===== src/rtl/wdt_ctrl_pkg.sv =====
// shared constants for the counter array watchdog and control block
package wdt_ctrl_pkg;
    // register addresses on the special function register port
    localparam logic [7:0] ADDR_CTRL   = 8'hD8;
    localparam logic [7:0] ADDR_MODE   = 8'hD9;
    localparam logic [7:0] ADDR_CNT_LO = 8'hF9;
    localparam logic [7:0] ADDR_CNT_HI = 8'hFA;
    localparam logic [7:0] ADDR_M5_OFS = 8'hFD;
    localparam logic [7:0] ADDR_M5_UPD = 8'hFE;

    // control register fields
    localparam int CTRL_OVF_BIT = 7;
    localparam int CTRL_RUN_BIT = 6;
    localparam int CTRL_M5_BIT  = 5;

    // mode register fields
    localparam int MODE_IDLE_BIT = 7;
    localparam int MODE_WATCHDOG_ENABLE_BIT_BIT = 6;
    localparam int MODE_LOCK_BIT = 5;
    localparam int MODE_CPS_LSB  = 1;
    localparam int MODE_CPS_MSB  = 3;
    localparam int MODE_ECF_BIT  = 0;

    // reset values and last counter values
    localparam logic [5:0]  MATCH_RESET = 6'h00;
    localparam logic [15:0] CNT_RESET   = 16'h0000;
    localparam logic [7:0]  OFS_RESET   = 8'h00;
    localparam logic [7:0]  UPD_RESET   = 8'h00;
    localparam logic [15:0] CNT_LAST    = 16'hFFFF;
    localparam logic [7:0]  LOW_LAST    = 8'hFF;

    // timebase select codes
    localparam logic [2:0] CPS_DIV12 = 3'h0;
    localparam logic [2:0] CPS_DIV4  = 3'h1;
    localparam logic [2:0] CPS_T0    = 3'h2;
    localparam logic [2:0] CPS_ECI   = 3'h3;
    localparam logic [2:0] CPS_SYS   = 3'h4;
    localparam logic [2:0] CPS_EXT8  = 3'h5;

    // divider figures and module count
    localparam int SYSTEM_CLOCK_DIV_SLOW = 12;
    localparam int SYSTEM_CLOCK_DIV_FAST = 4;
    localparam logic [2:0] EXT_DIV_LAST = 3'h7;
    localparam int NUM_MODULES = 6;
endpackage


===== src/rtl/counter_timebase.sv =====
// timebase tick generator for the counter array
`timescale 1ns/100ps
module counter_timebase
    import wdt_ctrl_pkg::*;
#(
    parameter int SLOW_DIV = SYSTEM_CLOCK_DIV_SLOW
) (
    input  wire logic       i_clk,     // system clock
    input  wire logic       i_reset,   // synchronous, active high
    input  wire logic [2:0] i_sel,     // timebase select code
    input  wire logic       i_t0_ovf,  // timer 0 overflow pulse
    input  wire logic       i_eci,     // external count pin
    input  wire logic       i_ext_clk, // external clock pin
    output logic            o_tick     // one counter step
);
    localparam int DW = $clog2(SLOW_DIV);

    // the fast tick is taken from the slow divider, so it must divide it
    if ((SLOW_DIV % SYSTEM_CLOCK_DIV_FAST) != 0 || SLOW_DIV < SYSTEM_CLOCK_DIV_FAST) begin : g_bad_div
        $error("SLOW_DIV must be a multiple of the fast divider");
    end

    logic [DW-1:0] div_r, div_nxt;
    logic          eci_s1_r, eci_s2_r, eci_s3_r;
    logic          ext_s1_r, ext_s2_r, ext_s3_r;
    logic [2:0]    ext_cnt_r, ext_cnt_nxt;
    logic          tick_nxt;
    logic          slow, fast, eci_fall, ext_rise;

    // divider and tick selection
    always_comb begin
        slow        = (div_r == DW'(SLOW_DIV - 1));
        fast        = ((div_r % DW'(SYSTEM_CLOCK_DIV_FAST)) == DW'(SYSTEM_CLOCK_DIV_FAST - 1));
        div_nxt     = slow ? '0 : div_r + DW'(1);
        eci_fall    = eci_s3_r & ~eci_s2_r;
        ext_rise    = ext_s2_r & ~ext_s3_r;
        ext_cnt_nxt = ext_cnt_r + {2'h0, ext_rise};
        case (i_sel)
            CPS_DIV12: tick_nxt = slow;
            CPS_DIV4:  tick_nxt = fast;
            CPS_T0:    tick_nxt = i_t0_ovf;
            CPS_ECI:   tick_nxt = eci_fall;
            CPS_SYS:   tick_nxt = 1'b1;
            CPS_EXT8:  tick_nxt = ext_rise & (ext_cnt_r == EXT_DIV_LAST);
            default:   tick_nxt = 1'b0; // reserved codes stop the count
        endcase
    end

    // pins pass two flops before the edge detectors look at them
    always_ff @(posedge i_clk) begin
        if (i_reset) begin
            div_r     <= '0;
            eci_s1_r  <= 1'b1;
            eci_s2_r  <= 1'b1;
            eci_s3_r  <= 1'b1;
            ext_s1_r  <= 1'b0;
            ext_s2_r  <= 1'b0;
            ext_s3_r  <= 1'b0;
            ext_cnt_r <= 3'h0;
            o_tick    <= 1'b0;
        end else begin
            div_r     <= div_nxt;
            eci_s1_r  <= i_eci;
            eci_s2_r  <= eci_s1_r;
            eci_s3_r  <= eci_s2_r;
            ext_s1_r  <= i_ext_clk;
            ext_s2_r  <= ext_s1_r;
            ext_s3_r  <= ext_s2_r;
            ext_cnt_r <= ext_cnt_nxt;
            o_tick    <= tick_nxt;
        end
    end

    // helper: gap since last tick while the slow code stays selected
    // a tick launched under the previous code must not start the spacing count
    logic [7:0] gap_r;
    logic       steady_r;
    logic       sel_slow_r;
    always_ff @(posedge i_clk) begin
        if (i_reset) begin
            gap_r      <= 8'h00;
            steady_r   <= 1'b0;
            sel_slow_r <= 1'b0;
        end else begin
            gap_r      <= o_tick ? 8'h00 : gap_r + 8'h01;
            sel_slow_r <= (i_sel == CPS_DIV12);
            steady_r   <= (i_sel == CPS_DIV12) && sel_slow_r && (o_tick || steady_r);
        end
    end
endmodule // counter_timebase


===== src/rtl/counter_array_watchdog.sv =====
// counter array control register, 16-bit counter and module 5 watchdog
`timescale 1ns/100ps
module counter_array_watchdog
    import wdt_ctrl_pkg::*;
#(
    parameter int SLOW_DIV = SYSTEM_CLOCK_DIV_SLOW
) (
    input  wire logic        I_CLK,        // system clock, 20 MHz
    input  wire logic        I_RESET,      // synchronous, active high
    input  wire logic [7:0]  I_SFR_ADDR,   // register address
    input  wire logic        I_SFR_WR,     // byte write strobe
    input  wire logic        I_SFR_RD,     // read strobe
    input  wire logic [7:0]  I_SFR_WDATA,  // byte write data
    input  wire logic        I_BIT_WR,     // control register bit write
    input  wire logic [2:0]  I_BIT_IDX,    // bit number for bit write
    input  wire logic        I_BIT_VAL,    // bit value for bit write
    input  wire logic        I_IDLE,       // cpu idle mode level
    input  wire logic        I_T0_OVF,     // timer 0 overflow pulse
    input  wire logic        I_ECI,        // external count pin
    input  wire logic        I_EXT_CLK,    // external clock pin
    input  wire logic [5:0]  I_MATCH_EVT,  // per-module match/capture pulse
    input  wire logic [5:0]  I_MATCH_IE,   // per-module interrupt enables
    output logic      [7:0]  O_SFR_RDATA,  // read data, one cycle after read
    output logic      [15:0] O_COUNT,      // counter value
    output logic             O_IRQ,        // shared interrupt request
    output logic             O_WDT_RESET,  // watchdog reset pulse
    output logic             O_WDT_ACTIVE  // watchdog enabled
);
    // byte-write decode, shared by every register
    function automatic logic wr_hit(input logic [7:0] a, input logic [7:0] target);
        wr_hit = I_SFR_WR && (a == target);
    endfunction

    logic        tick;
    logic        cf_r, cf_nxt, cr_r, cr_nxt;
    logic [5:0]  ccf_r, ccf_nxt;
    logic        idle_suspend_select_r, idle_suspend_select_nxt, watchdog_enable_bit_r, watchdog_enable_bit_nxt, lock_r, lock_nxt, ecf_r, ecf_nxt;
    logic [2:0]  cps_r, cps_nxt;
    logic [7:0]  ofs_r, ofs_nxt, upd_r, upd_nxt;
    logic [15:0] cnt_r, cnt_nxt;
    logic [7:0]  rdata_nxt, ctrl_cur, ctrl_new, cnt_hi;
    logic        irq_nxt, wrst_nxt, act_nxt;
    logic        wd_en, step, wrap, low_ovf, m5_one_wr, expire, ctrl_wr;

    counter_timebase #(
        .SLOW_DIV (SLOW_DIV)
    ) u_timebase (
        .i_clk     (I_CLK),
        .i_reset   (I_RESET),
        .i_sel     (cps_r),
        .i_t0_ovf  (I_T0_OVF),
        .i_eci     (I_ECI),
        .i_ext_clk (I_EXT_CLK),
        .o_tick    (tick)
    );

    // counter, flags, mode and watchdog next state
    always_comb begin
        wd_en    = watchdog_enable_bit_r | lock_r;
        step     = tick & (cr_r | wd_en) & ~(idle_suspend_select_r & I_IDLE);
        cnt_hi   = cnt_r[15:8];
        wrap     = step & (cnt_r == CNT_LAST);
        low_ovf  = step & (cnt_r[7:0] == LOW_LAST);
        ctrl_cur = {cf_r, cr_r, ccf_r};
        ctrl_wr  = wr_hit(I_SFR_ADDR, ADDR_CTRL);
        ctrl_new = ctrl_wr ? I_SFR_WDATA : ctrl_cur;
        if (I_BIT_WR) begin
            ctrl_new[I_BIT_IDX] = I_BIT_VAL;
        end
        m5_one_wr = (ctrl_wr && I_SFR_WDATA[CTRL_M5_BIT])
                  || (I_BIT_WR && I_BIT_IDX == 3'(CTRL_M5_BIT) && I_BIT_VAL);
        // hardware set wins over a software clear in the same cycle
        cf_nxt  = ctrl_new[CTRL_OVF_BIT] | wrap;
        cr_nxt  = ctrl_new[CTRL_RUN_BIT];
        ccf_nxt = ctrl_new[5:0] | I_MATCH_EVT;

        // counter bytes cannot be written while the watchdog owns them
        cnt_nxt = step ? cnt_r + 16'h0001 : cnt_r;
        if (!wd_en && wr_hit(I_SFR_ADDR, ADDR_CNT_LO)) begin
            cnt_nxt[7:0] = I_SFR_WDATA;
        end
        if (!wd_en && wr_hit(I_SFR_ADDR, ADDR_CNT_HI)) begin
            cnt_nxt[15:8] = I_SFR_WDATA;
        end

        idle_suspend_select_nxt = idle_suspend_select_r;
        cps_nxt  = cps_r;
        ecf_nxt  = ecf_r;
        watchdog_enable_bit_nxt = watchdog_enable_bit_r;
        lock_nxt = lock_r;
        if (wr_hit(I_SFR_ADDR, ADDR_MODE)) begin
            lock_nxt = lock_r | I_SFR_WDATA[MODE_LOCK_BIT];
            if (!lock_r) begin
                watchdog_enable_bit_nxt = I_SFR_WDATA[MODE_WATCHDOG_ENABLE_BIT_BIT];
            end
            // judged on the state before the write: one write cannot disable and retune
            if (!wd_en) begin
                idle_suspend_select_nxt = I_SFR_WDATA[MODE_IDLE_BIT];
                cps_nxt  = I_SFR_WDATA[MODE_CPS_MSB:MODE_CPS_LSB];
                ecf_nxt  = I_SFR_WDATA[MODE_ECF_BIT];
            end
        end
        act_nxt = watchdog_enable_bit_nxt | lock_nxt;

        ofs_nxt = wr_hit(I_SFR_ADDR, ADDR_M5_OFS) ? I_SFR_WDATA : ofs_r;
        upd_nxt = wr_hit(I_SFR_ADDR, ADDR_M5_UPD) ? 8'(cnt_hi + ofs_r) : upd_r;

        expire   = wd_en & low_ovf & (upd_r == cnt_hi);
        // one pulse only; the reset controller then resets this block
        wrst_nxt = (expire | (wd_en & m5_one_wr)) & ~O_WDT_RESET;
        irq_nxt  = (cf_r & ecf_r) | (|(ccf_r & I_MATCH_IE));
    end

    // read data mux, held between reads
    always_comb begin
        rdata_nxt = O_SFR_RDATA;
        if (I_SFR_RD) begin
            case (I_SFR_ADDR)
                ADDR_CTRL:   rdata_nxt = ctrl_cur;
                ADDR_MODE:   rdata_nxt = {idle_suspend_select_r, watchdog_enable_bit_r, lock_r, 1'b0, cps_r, ecf_r};
                ADDR_CNT_LO: rdata_nxt = cnt_r[7:0];
                ADDR_CNT_HI: rdata_nxt = cnt_hi;
                ADDR_M5_OFS: rdata_nxt = ofs_r;
                ADDR_M5_UPD: rdata_nxt = upd_r;
                default:     rdata_nxt = 8'h00;
            endcase
        end
    end

    // registers
    always_ff @(posedge I_CLK) begin
        if (I_RESET) begin
            cf_r         <= 1'b0;
            cr_r         <= 1'b0;
            ccf_r        <= MATCH_RESET;
            idle_suspend_select_r       <= 1'b0;
            watchdog_enable_bit_r       <= 1'b1;
            lock_r       <= 1'b0;
            ecf_r        <= 1'b0;
            cps_r        <= CPS_DIV12;
            ofs_r        <= OFS_RESET;
            upd_r        <= UPD_RESET;
            cnt_r        <= CNT_RESET;
            O_SFR_RDATA  <= 8'h00;
            O_IRQ        <= 1'b0;
            O_WDT_RESET  <= 1'b0;
            O_WDT_ACTIVE <= 1'b1;
            O_COUNT      <= CNT_RESET;
        end else begin
            cf_r         <= cf_nxt;
            cr_r         <= cr_nxt;
            ccf_r        <= ccf_nxt;
            idle_suspend_select_r       <= idle_suspend_select_nxt;
            watchdog_enable_bit_r       <= watchdog_enable_bit_nxt;
            lock_r       <= lock_nxt;
            ecf_r        <= ecf_nxt;
            cps_r        <= cps_nxt;
            ofs_r        <= ofs_nxt;
            upd_r        <= upd_nxt;
            cnt_r        <= cnt_nxt;
            O_SFR_RDATA  <= rdata_nxt;
            O_IRQ        <= irq_nxt;
            O_WDT_RESET  <= wrst_nxt;
            O_WDT_ACTIVE <= act_nxt;
            O_COUNT      <= cnt_nxt;
        end
    end
endmodule // counter_array_watchdog


===== config.mk =====
export PLATFORM = sky130hd
export DESIGN_NAME = counter_array_watchdog
export DESIGN_NICKNAME = d
export VERILOG_FILES = /design/src/rtl/wdt_ctrl_pkg.sv /design/src/rtl/counter_timebase.sv /design/src/rtl/counter_array_watchdog.sv
export SDC_FILE = /design/constraint.sdc
export NUM_CORES = 1
export LEC_CHECK = 0
export BUFFER_PORTS_ARGS = -buffer_cell sky130_fd_sc_hd__buf_2
export CAP_MARGIN = 5
export CORE_ASPECT_RATIO = 1.75
export CORE_UTILIZATION = 45
export DETAILED_ROUTE_END_ITERATION = 12
export MAX_ROUTING_LAYER = met4
export PLACE_DENSITY_LB_ADDON = 0.25
export SYNTH_ARGS = -nofsm -noshare
export SYNTH_HDL_FRONTEND = slang
export SYNTH_SLANG_ARGS = --single-unit

===== constraint.sdc =====
create_clock -name I_CLK -period 4.81 [get_ports I_CLK]
set_input_delay 0.2405 -clock I_CLK [delete_from_list [all_inputs] [get_ports I_CLK]]
set_output_delay 0.2405 -clock I_CLK [all_outputs]
set_load 0.02 [all_outputs]

==> impl_results.md, run 1 <==
- Status: finished clean
- Total number of vias: ~4,000
- Worst-path clk slew: 60 ps
- Share of cells above drive strength 1: 18.01%
- # hold bufs at CTS: 0
- PortBufs: 67
- Largest net degree at the start of global routing: between 60 and 70
- Synth top area cells: dfxtp_1, mux2i_1, nor2_1
- Leakage power: 1.863 nW
- Final hold violation count: 0
- Mapped cell area: about 0.0041 mm2
- Total gr overflow: 0
- # fillers: just over 800
- Total negative slack: 0 ps
- Worst hold path type: in -> reg
- Minimum clock period: between 2000 and 2500 ps
- Skew-Pair Late Insertion Delay: around 340 ps
- CTS Root Cell: clkbuf_16
- Drt total wl: about 12,000 um
- Num CTS Buffers: 9
- Post-CTS Setup Inserts: 0
- Io pins: a little under 70
- Resized cells post-CTS: 0
- Mean Syn Cell Area: between 8 and 9 um2
- Core area: 0.008727 mm2
- Maximum VDD drop: ~0.26 mV
- Worst EP arrival: around 2400 ps
- Number of max-cap violations: 0
- Die Y: 127.7 um
- Initial antenna violation count: 0
- DRT iter0 DRCs: 351
- GP Congestion: roughly 0.96
- Crit path launch type: flip-flop
- # rows: 45
- Setup crit start: cnt_r[8]
- Worst R2R Setup Slack: ~2600 ps
- Yosys warns: 0
- Overall routing resource usage: 27.40%
- Kind of critical path: reg -> reg
- Worst slack, placed: ~2600 ps
- Final Cycle Share: between 40 and 50%
- Worst-Margin Slew: ~930 ps
- Starting density of the core: 46.55%
- Worst Path Max Fanout: 10
- Reg2reg start: cnt_r[8]
- Depth of the CTS H-tree: 3
- Post-synth EDFFs: 0
- Max-slew violation count: 0
- Area Overhead vs Synth: 17.12%
- Most used flip-flop cell after synthesis: dfxtp_1
- Inserted Diodes: 0
- RSZ-0062 raised after global routing: false
- CTS tree: yes
- Clk sink count: 72
- Async set-reset flop share out of synthesis: 0%
- Die area: ~0.0094 mm2
- Relative slew slack: ~38%
- First-pass GRT wire length: between 15,000 and 20,000 um
- Synth Register Bits: 72
- Synth top area share: between 30% and 40%
- Dominant cell type by area after synthesis: dfxtp_1
- Critical Path RT: around 5000 ps
- Sequential area share after synthesis: between 30% and 40%
- Syn Nets: between 500 and 600
- FMAX: ~0.46 GHz
- Pwr/cell area: between 300 and 400 mW/mm2
- Worst Slack Setup Final: 2635 ps
- Post-synth top cells: dfxtp_1, nor2_1, mux2i_1
- Clock skew: approximately 7.4 ps
- Top-count cell post-synth: dfxtp_1
- ANT nets after route: 0
- Synthesized instance count: between 400 and 500
- Pre-antenna DRT Iters: 5
- Routed len/inst: 18.69 um
- Hold Crit Start: I_ECI
- Die extent in x: 73.83 um
- Max clock buf depth: 2
- NumNets Final: ~570
- Synth unique cells: slightly above 60
- DR vias/cell: between 6 and 7
- CP Capture Type: flip-flop
- DRC: 0
- # setup viols final: 0
- Vias in the first global route: roughly 3,700
- Post-DP HPWL: around 8800 um
## flip-flops by register name, indices dropped and copies added, names as in the netlist, 3 cells and up
name,count
cnt_r,16
O_SFR_RDATA,8
ofs_r,8
upd_r,8
ccf_r,6
u_timebase.div_r,4
cps_r,3
u_timebase.ext_cnt_r,3
## placed cells by master, fill, tap and decap left out, types with 5 or more instances in the layout
master     netlist  routed
a22o_1           8       8
a311oi_1         9       9
a31oi_1          7       7
and3_1           6       6
and2_1           6       6
nand2_1         22      22
nor2b_1         13      13
a21oi_1         22      22
clkbuf_16        0       9
nand3_1         15      15
o21ai_0         18      18
nand3b_1         6       6
ha_1            11      11
buf_2            3      67
nor2_1          55      55
xor2_1           5       5
dfxtp_1         72      72
mux2i_1         27      27
or4_1            8       8
a211oi_1        12      12
nor3_1          10      10
a221oi_1        10      10
nand4_1         15      15
xnor2_1         13      13
o31ai_1          6       6
## cells by family after synthesis
family | synth area share (%)
AO/OA/AOI/OAI | 20.73
XOR/XNOR | 3.880
adder cells (fa/ha/maj) | 3.880
buffers and inverters | 3.541
flip-flops | 35.48
multiplexers | 7.484
AND/OR/NAND/NOR | 25.01
## area by class of cell
class	instances	area, um2	area share, %
clock buffer	10	229.0	4.812
tap	117	146.4	3.077
timing repair buffer	68	342.8	7.205
multi-input combinational	363	2477	52.06
sequential	72	1441	30.29
clock inverter	5	106.4	2.235
inverter	4	15.01	0.3155
## final timing paths
check,cells past startpoint,endpoint
worst max-delay path,6,upd_r[6]
worst min-delay path,2,u_timebase.eci_s1_r
worst max register to register,6,upd_r[6]
worst min register to register,1,u_timebase.eci_s2_r
## critical path: stages, from the launching register on
cell      delay, ps
dfxtp_1         420
ha_1            280
fa_1            440
a211o_1         340
a211oi_1        260
or4b_1          160
o311ai_0        120
## metal layers
metal	global-route usage, %	vias up	wire length [um]
met3	4.953	59	573
li1	-	1885	-
met4	20.93	0	830
met2	43.87	145	6002
met1	29.26	1851	4537
met5	-	-	0
## report_power, final
part / switching, W / internal (W) / leakage [nW] / total, W
clock network: 0.000257 / 0.000504 / 0.159 / 0.000762
logic: 0.0000664 / 0.0000402 / 1.12 / 0.000107
registers: 0.00000909 / 0.000611 / 0.586 / 0.000620
total: 0.000333 / 0.00116 / 1.86 / 0.00149
## through the flow
step / cell area, um2 / util (%) / cells / total power [W] / hold WS [ps]
2_1_floorplan: 4063 / - / 469 / 0.0006913 / 344.3
3_3_place_gp: 4423 / 50.68 / 624 / 0.0007360 / 410.9
3_5_place_dp: 4423 / 50.68 / 624 / 0.0007383 / 403.7
4_1_cts: 4758 / 54.52 / 639 / 0.001495 / 77.59
5_1_grt: 4758 / 54.52 / 639 / 0.001532 / 80.03
6_report: 4758 / 54.52 / 639 / 0.001488 / 77.42
Note: power is estimated with default switching activity, not from simulation.
==> run 2, diff against run 1 <==
==> constraint.sdc (replaced) <==
create_clock -name I_CLK -period 2.13 [get_ports I_CLK]
set_input_delay 0.1065 -clock I_CLK [delete_from_list [all_inputs] [get_ports I_CLK]]
set_output_delay 0.1065 -clock I_CLK [all_outputs]
set_load 0.02 [all_outputs]
==> run 2 against run 1 <==
  * Non-clock buffer count rose by 25
  * Final cell count rose by 4.1%
  * Total power rose by 120%
  * Sequential share of layout area fell by 1.0 points
  * Register-to-register slack got worse by 2500 ps
  * Critical path type unchanged
  * Largest cell class unchanged
==> impl_results.md, run 2 (same netlist as run 1, synthesis figures left out) <==
- Status: finished clean
- Starting density of the core: a little under half
- ANT nets after route: 0
- Initial antenna violation count: 0
- Vias in the first global route: roughly 3,900
- Power share of the sequential group: 43.5%
- Combinational share of power: about 8%
- Final hold violation count: 0
- NumNets Final: 596
- Worst Path Max Fanout: 8
- Total negative slack: 0 ps
- RSZ-0062 raised after global routing: false
- Critical Path RT: roughly 2400 ps
- Cells on worst reg2reg path: 5
- Worst EP arrival: 2240 ps
- Final Cycle Share: between 90% and 100%
- Inserted Diodes: 0
- Largest net degree at the start of global routing: 29
- # rows: 45
- Die Y: 127.7 um
- Max clock buf depth: 2
- Post-CTS Setup Inserts: 0
- Drt total wl: around 13,000 um
- Maximum VDD drop: roughly 0.56 mV
- First-pass GRT wire length: ~20,000 um
- Hold worst-path end: O_IRQ
- Hold Crit Start: I_MATCH_IE[4]
- Worst Slack Setup Final: around 150 ps
- Crit Reg-Reg Endpoint: upd_r[7]
- Clock skew: between 10 and 15 ps
- CTS Root Cell: clkbuf_16
- Net load switching power: 0.0007977 W
- Switching Share: 24.78%
- Depth of the CTS H-tree: 3
- Worst-Margin Slew: roughly 550 ps
- Crit path launch type: flip-flop
- Overall routing resource usage: around 29%
- Biggest register: cnt_r
- Pwr/cell area: 653.3 mW/mm2
- Area Overhead vs Synth: 21.28%
- Leakage power: 1.974 nW
- CTS tree: yes
- Max-slew violation count: 0
- Hold path depth: 3
- Commonest non-fill, non-tap cell in the layout: dfxtp_1
- Pre-antenna DRT Iters: 5
- Worst R2R Setup Slack: 150 ps
- Register area: about 0.0014 mm2
- Internal power: ~0.0024 W
- Die extent in x: 73.83 um
- Reg2reg start: cnt_r[10]
- Total gr overflow: 0
- Worst slack, placed: between 150 and 200 ps
- WHS: between 50 and 60 ps
- # setup viols final: 0
- Largest register FFs: 16
- Kind of critical path: reg -> reg
- Post-DP HPWL: approximately 9500 um
- Worst-path clk slew: 60 ps
- Io pins: about 70
- PortBufs: 67
- Share of cells above drive strength 1: between 20% and 30%
- Skew-Pair Late Insertion Delay: about 350 ps
- DR vias/cell: just over 6
- Total number of vias: approximately 4,000
- Die area: roughly 0.0094 mm2
- Commonest non-fill, non-tap cells in the layout: dfxtp_1, buf_2, nor2_1
- Number of max-cap violations: 0
- Clk pwr share: between 40% and 50%
- FMAX: between 0.5 and 0.6 GHz
- DRT iter0 DRCs: approximately 290
- CP Capture Type: flip-flop
- # fillers: 822
- Setup crit start: cnt_r[10]
- Num CTS Buffers: 9
- Core area: a little under 0.009 mm2
- Minimum clock period: about 2000 ps
- Worst hold path type: in -> reg
- Clk sink count: 72
- Relative slew slack: roughly 64%
- GP Congestion: between 0.9 and 1
- Routed len/inst: around 19 um
- Footprint of the multi-input gates: 0.002482 mm2
- DRC: 0
[run 2: cell types whose count changed in the layout (fill, tap and decap cells not counted), sizes merged]
cell	previous run	this run
buf	68	91
bufinv	3	1
dlygate4sd3	0	2
clkinv	1	2
clkinvlp	1	2
inv	4	5
[run 2: per-layer routing]
metal,global-route usage (%),wire [um],share of wire (%)
met1,29.88,4731,37
met2,48.89,6628,52
met3,5.267,553,4.3
met4,20.02,824,6.5
met5,-,0,0
[run 2: power groups by stage]
stage / Sequential [W] / Combinational [W] / Clock [W]
after floorplan: 0.00143 / 0.000126 / 0
after global placement: 0.00143 / 0.000245 / 0
after CTS: 0.00140 / 0.000256 / 0.00157
after global routing: 0.00140 / 0.000278 / 0.00162
after detailed placement: 0.00143 / 0.000251 / 0
final: 0.00140 / 0.000257 / 0.00156
[run 2: final cells by class]
| cell class | instances | area share, % |
|---|---|---|
| clock buffer | 10 | 4.850 |
| clock inverter | 6 | 1.371 |
| inverter | 4 | 0.3047 |
| multi-input combinational | 363 | 50.38 |
| sequential | 72 | 29.25 |
| tap | 117 | 2.971 |
| timing repair buffer | 93 | 10.87 |
[run 2: worst max-delay path: stages, from the launching register on]
cell and delay, ps:
dfxtp_1 510, ha_1 350, a21oi_1 280, a211oi_1 130, or3_1 380, a311oi_1 240
[run 2: repair_timing]
item | CTS | global route
hold buffers | 2 | 0
setup endpoints to repair | 0 | 1
gates resized for setup | 0 | 1
endpoints found under the hold margin | 2 | 0
[run 2: per-stage QoR]
stage	cells	total power [W]	utilization, %	area (um2)
6_report	665	0.003219	56.46	4927
3_3_place_gp	647	0.001672	52.66	4596
2_1_floorplan	469	0.001561	-	4063
5_1_grt	665	0.003303	56.46	4927
3_5_place_dp	647	0.001680	52.66	4596
4_1_cts	665	0.003227	56.40	4922
[run 2: how the worst max path moves through the flow]
stage          endpoint  slack [ps]
4_1_cts        upd_r[6]         140
5_1_grt        upd_r[7]           6
3_3_place_gp   upd_r[7]         230
3_5_place_dp   upd_r[6]         170
2_1_floorplan  upd_r[6]         190
6_report       upd_r[7]         150
==> run 3, diff against run 2 <==
--- a/config.mk
+++ b/config.mk
@@ -5,6 +5,7 @@
 export SDC_FILE = /design/constraint.sdc
 export NUM_CORES = 1
 export LEC_CHECK = 0
+export ABC_AREA = 1
 export BUFFER_PORTS_ARGS = -buffer_cell sky130_fd_sc_hd__buf_2
 export CAP_MARGIN = 5
 export CORE_ASPECT_RATIO = 1.75
@@ -12,6 +13,7 @@
 export DETAILED_ROUTE_END_ITERATION = 12
 export MAX_ROUTING_LAYER = met4
 export PLACE_DENSITY_LB_ADDON = 0.25
+export RECOVER_POWER = 25
 export SYNTH_ARGS = -nofsm -noshare
 export SYNTH_HDL_FRONTEND = slang
 export SYNTH_SLANG_ARGS = --single-unit
==> run 3 against run 2 <==
  * Hold slack better by 27 ps
  * Synthesized area up 3.5%
  * Sequential share of layout area down 0.46 points
  * Clock-buffer cell count down 1
  * Setup slack better by 250 ps
  * Non-clock buffer count down 13
  * Final cell count up 27%
  * Largest power group unchanged
  * Wire length up 5.4%
  * Global-route usage up 0.87 points
  * Via count up 9.7%
  * Largest cell class unchanged
  * Register-to-register slack better by 250 ps
  * Critical path type unchanged
==> impl_results.md, run 3 <==
- # setup viols final: 0
- Resized cells post-CTS: 0
- Worst Path Max Fanout: 8
- Status: finished clean
- Die area: 0.009748 mm2
- Synth top area share: 34.29%
- Mapped cell area: ~0.0042 mm2
- Clk sink count: a little over 70
- Initial antenna violation count: 0
- Vias in the first global route: 4,247
- Relative slew slack: 47.94%
- Worst-Margin Slew: between 700 and 800 ps
- Area Overhead vs Synth: 19.08%
- Commonest non-fill, non-tap cells in the layout: nand2_1, inv_1, nor2_1
- Synth top area cells: dfxtp_1, nand2_1, inv_1
- Critical Path RT: roughly 2300 ps
- DR vias/cell: 5.262
- GP Congestion: between 0.9 and 1
- WHS: 77.46 ps
- PortBufs: 67
- Async set-reset flop share out of synthesis: 0%
- Crit path launch type: flip-flop
- Mean Syn Cell Area: approximately 6.6 um2
- Minimum clock period: between 1500 and 2000 ps
- Total number of vias: ~4,400
- Largest register FFs: 16
- Routed len/inst: roughly 16 um
- Clock skew: between 6 and 7 ps
- DP Cell Count: approximately 830
- Post-synth EDFFs: 0
- Share of cells above drive strength 1: roughly 15%
- Worst EP arrival: roughly 1900 ps
- # rows: 46
- Register area: about 0.0014 mm2
- Pre-antenna DRT Iters: 6
- Biggest register: cnt_r
- CP Capture Type: flip-flop
- # fillers: between 900 and 1,000
- Cell area after layout: around 0.0050 mm2
- Starting density of the core: about 46%
- Yosys warns: 0
- Final Util: between 50% and 60%
- Post-synth top cells: nand2_1, inv_1, nor2_1
- CTS tree: yes
- ANT nets after route: 0
- Post-CTS Setup Inserts: 0
- Inserted Diodes: 0
- Die Y: ~130 um
- Kind of critical path: reg -> reg
- Final Cycle Share: 81.34%
- Synth unique cells: 34
- Synth Register Bits: roughly 70
- Number of max-cap violations: 0
- Fin cells: 843
- First-pass GRT wire length: between 20,000 and 25,000 um
- Max-slew violation count: 0
- Skew-Pair Late Insertion Delay: around 340 ps
- NumNets Final: approximately 770
- Maximum VDD drop: between 0.5 and 0.6 mV
- CTS Root Cell: clkbuf_16
- Largest net degree at the start of global routing: 29
- FMAX: 0.5772 GHz
- Footprint of the multi-input gates: roughly 0.0023 mm2
- Pwr/cell area: between 600 and 700 mW/mm2
- Max clock buf depth: 2
- Top-count cell post-synth: nand2_1
- Syn Nets: 694
- Placed cell area: 0.004713 mm2
- Depth of the CTS H-tree: 3
- DRT iter0 DRCs: 313
- Dominant cell type by area after synthesis: dfxtp_1
- DRC: 0
- Leakage power: 2.243 nW
- Num CTS Buffers: 9
- Die extent in x: 75.07 um
- Most used flip-flop cell after synthesis: dfxtp_1
- Overall routing resource usage: 29.96%
- Commonest non-fill, non-tap cell in the layout: nand2_1
- Worst hold path type: in -> reg
- Synthesized instance count: 641
- Drt total wl: between 10,000 and 15,000 um
- Final hold violation count: 0
- RSZ-0062 raised after global routing: false
- Total gr overflow: 0
- Total negative slack: 0 ps
- Io pins: between 60 and 70
- Core area: 0.009094 mm2
- Post-DP HPWL: between 10,000 and 15,000 um
- Sequential area share after synthesis: 34.29%
- Worst-path clk slew: around 60 ps
## run 3: cell count changes in the layout (fill, tap and decap cells not counted), sizes merged, moves of 33 or more
cell   change
inv       +92
nand2    +100
nor2      +40
a21oi     +33
o21ai     +39
nand3     +36
## run 3: final cells by class
| type | count | area share (%) |
|---|---|---|
| multi-input combinational | 458 | 46.19 |
| sequential | 72 | 28.79 |
| timing repair buffer | 80 | 8.373 |
| inverter | 97 | 7.273 |
| clock buffer | 9 | 4.499 |
| tap | 120 | 2.999 |
| clock inverter | 7 | 1.875 |
## run 3: through the flow
stage          setup slack [ps]  power [W]
2_1_floorplan             554.5   0.001559
3_3_place_gp              455.5   0.001663
3_5_place_dp              382.0   0.001668
4_1_cts                   375.7   0.003285
5_1_grt                   287.1   0.003372
6_report                  397.4   0.003271
## run 3: path summary, 6_finish.rpt
kind / start / end / slack [ps] / cells after the start
hold reg to reg: u_timebase.eci_s1_r / u_timebase.eci_s2_r / 410 / 1
hold / removal: I_MATCH_EVT[5] / ccf_r[5] / 80 / 4
setup / recovery: cnt_r[8] / upd_r[4] / 400 / 6
setup reg to reg: cnt_r[8] / upd_r[4] / 400 / 6
## run 3: logic make-up (layout without fill, tap and decap cells)
| group | after synthesis | after routing | share of synthesized area, % |
|---|---|---|---|
| and+or+nand+nor | 299 | 299 | 31.49 |
| AOI/OAI and AO/OA | 131 | 131 | 16.79 |
| buffers and inverters | 111 | 193 | 10.36 |
| DFF | 72 | 72 | 34.29 |
| xor gates and xnor gates | 16 | 16 | 3.333 |
| adders and majority gates | 12 | 12 | 3.750 |
## run 3: timing repair
action | in CTS | in global routing
hold endpoints to repair | 2 | 0
endpoints found under the setup margin | 0 | 0
hold buffers | 2 | 0
## run 3: per-layer routing
layer	global-route usage, %	vias up	wire (um)
met2	52.94	146	7035
met3	4.170	52	516
met5	-	-	0
met1	29.68	2009	5039
met4	19.53	0	831
li1	-	2229	-
## run 3: power by group
group	leakage [nW]	internal, W	switching, W
Clock	0.152	0.00102	0.000611
Combinational	1.51	0.0000850	0.000154
Sequential	0.586	0.00138	0.0000187
Total	2.24	0.00249	0.000783
## run 3: worst max-delay path, stage by stage (launching register included)
cell,delay (ps)
dfxtp_1,430
ha_1,290
fa_1,440
nand3_1,120
nand2_1,80
xnor2_1,160
a21oi_1,80
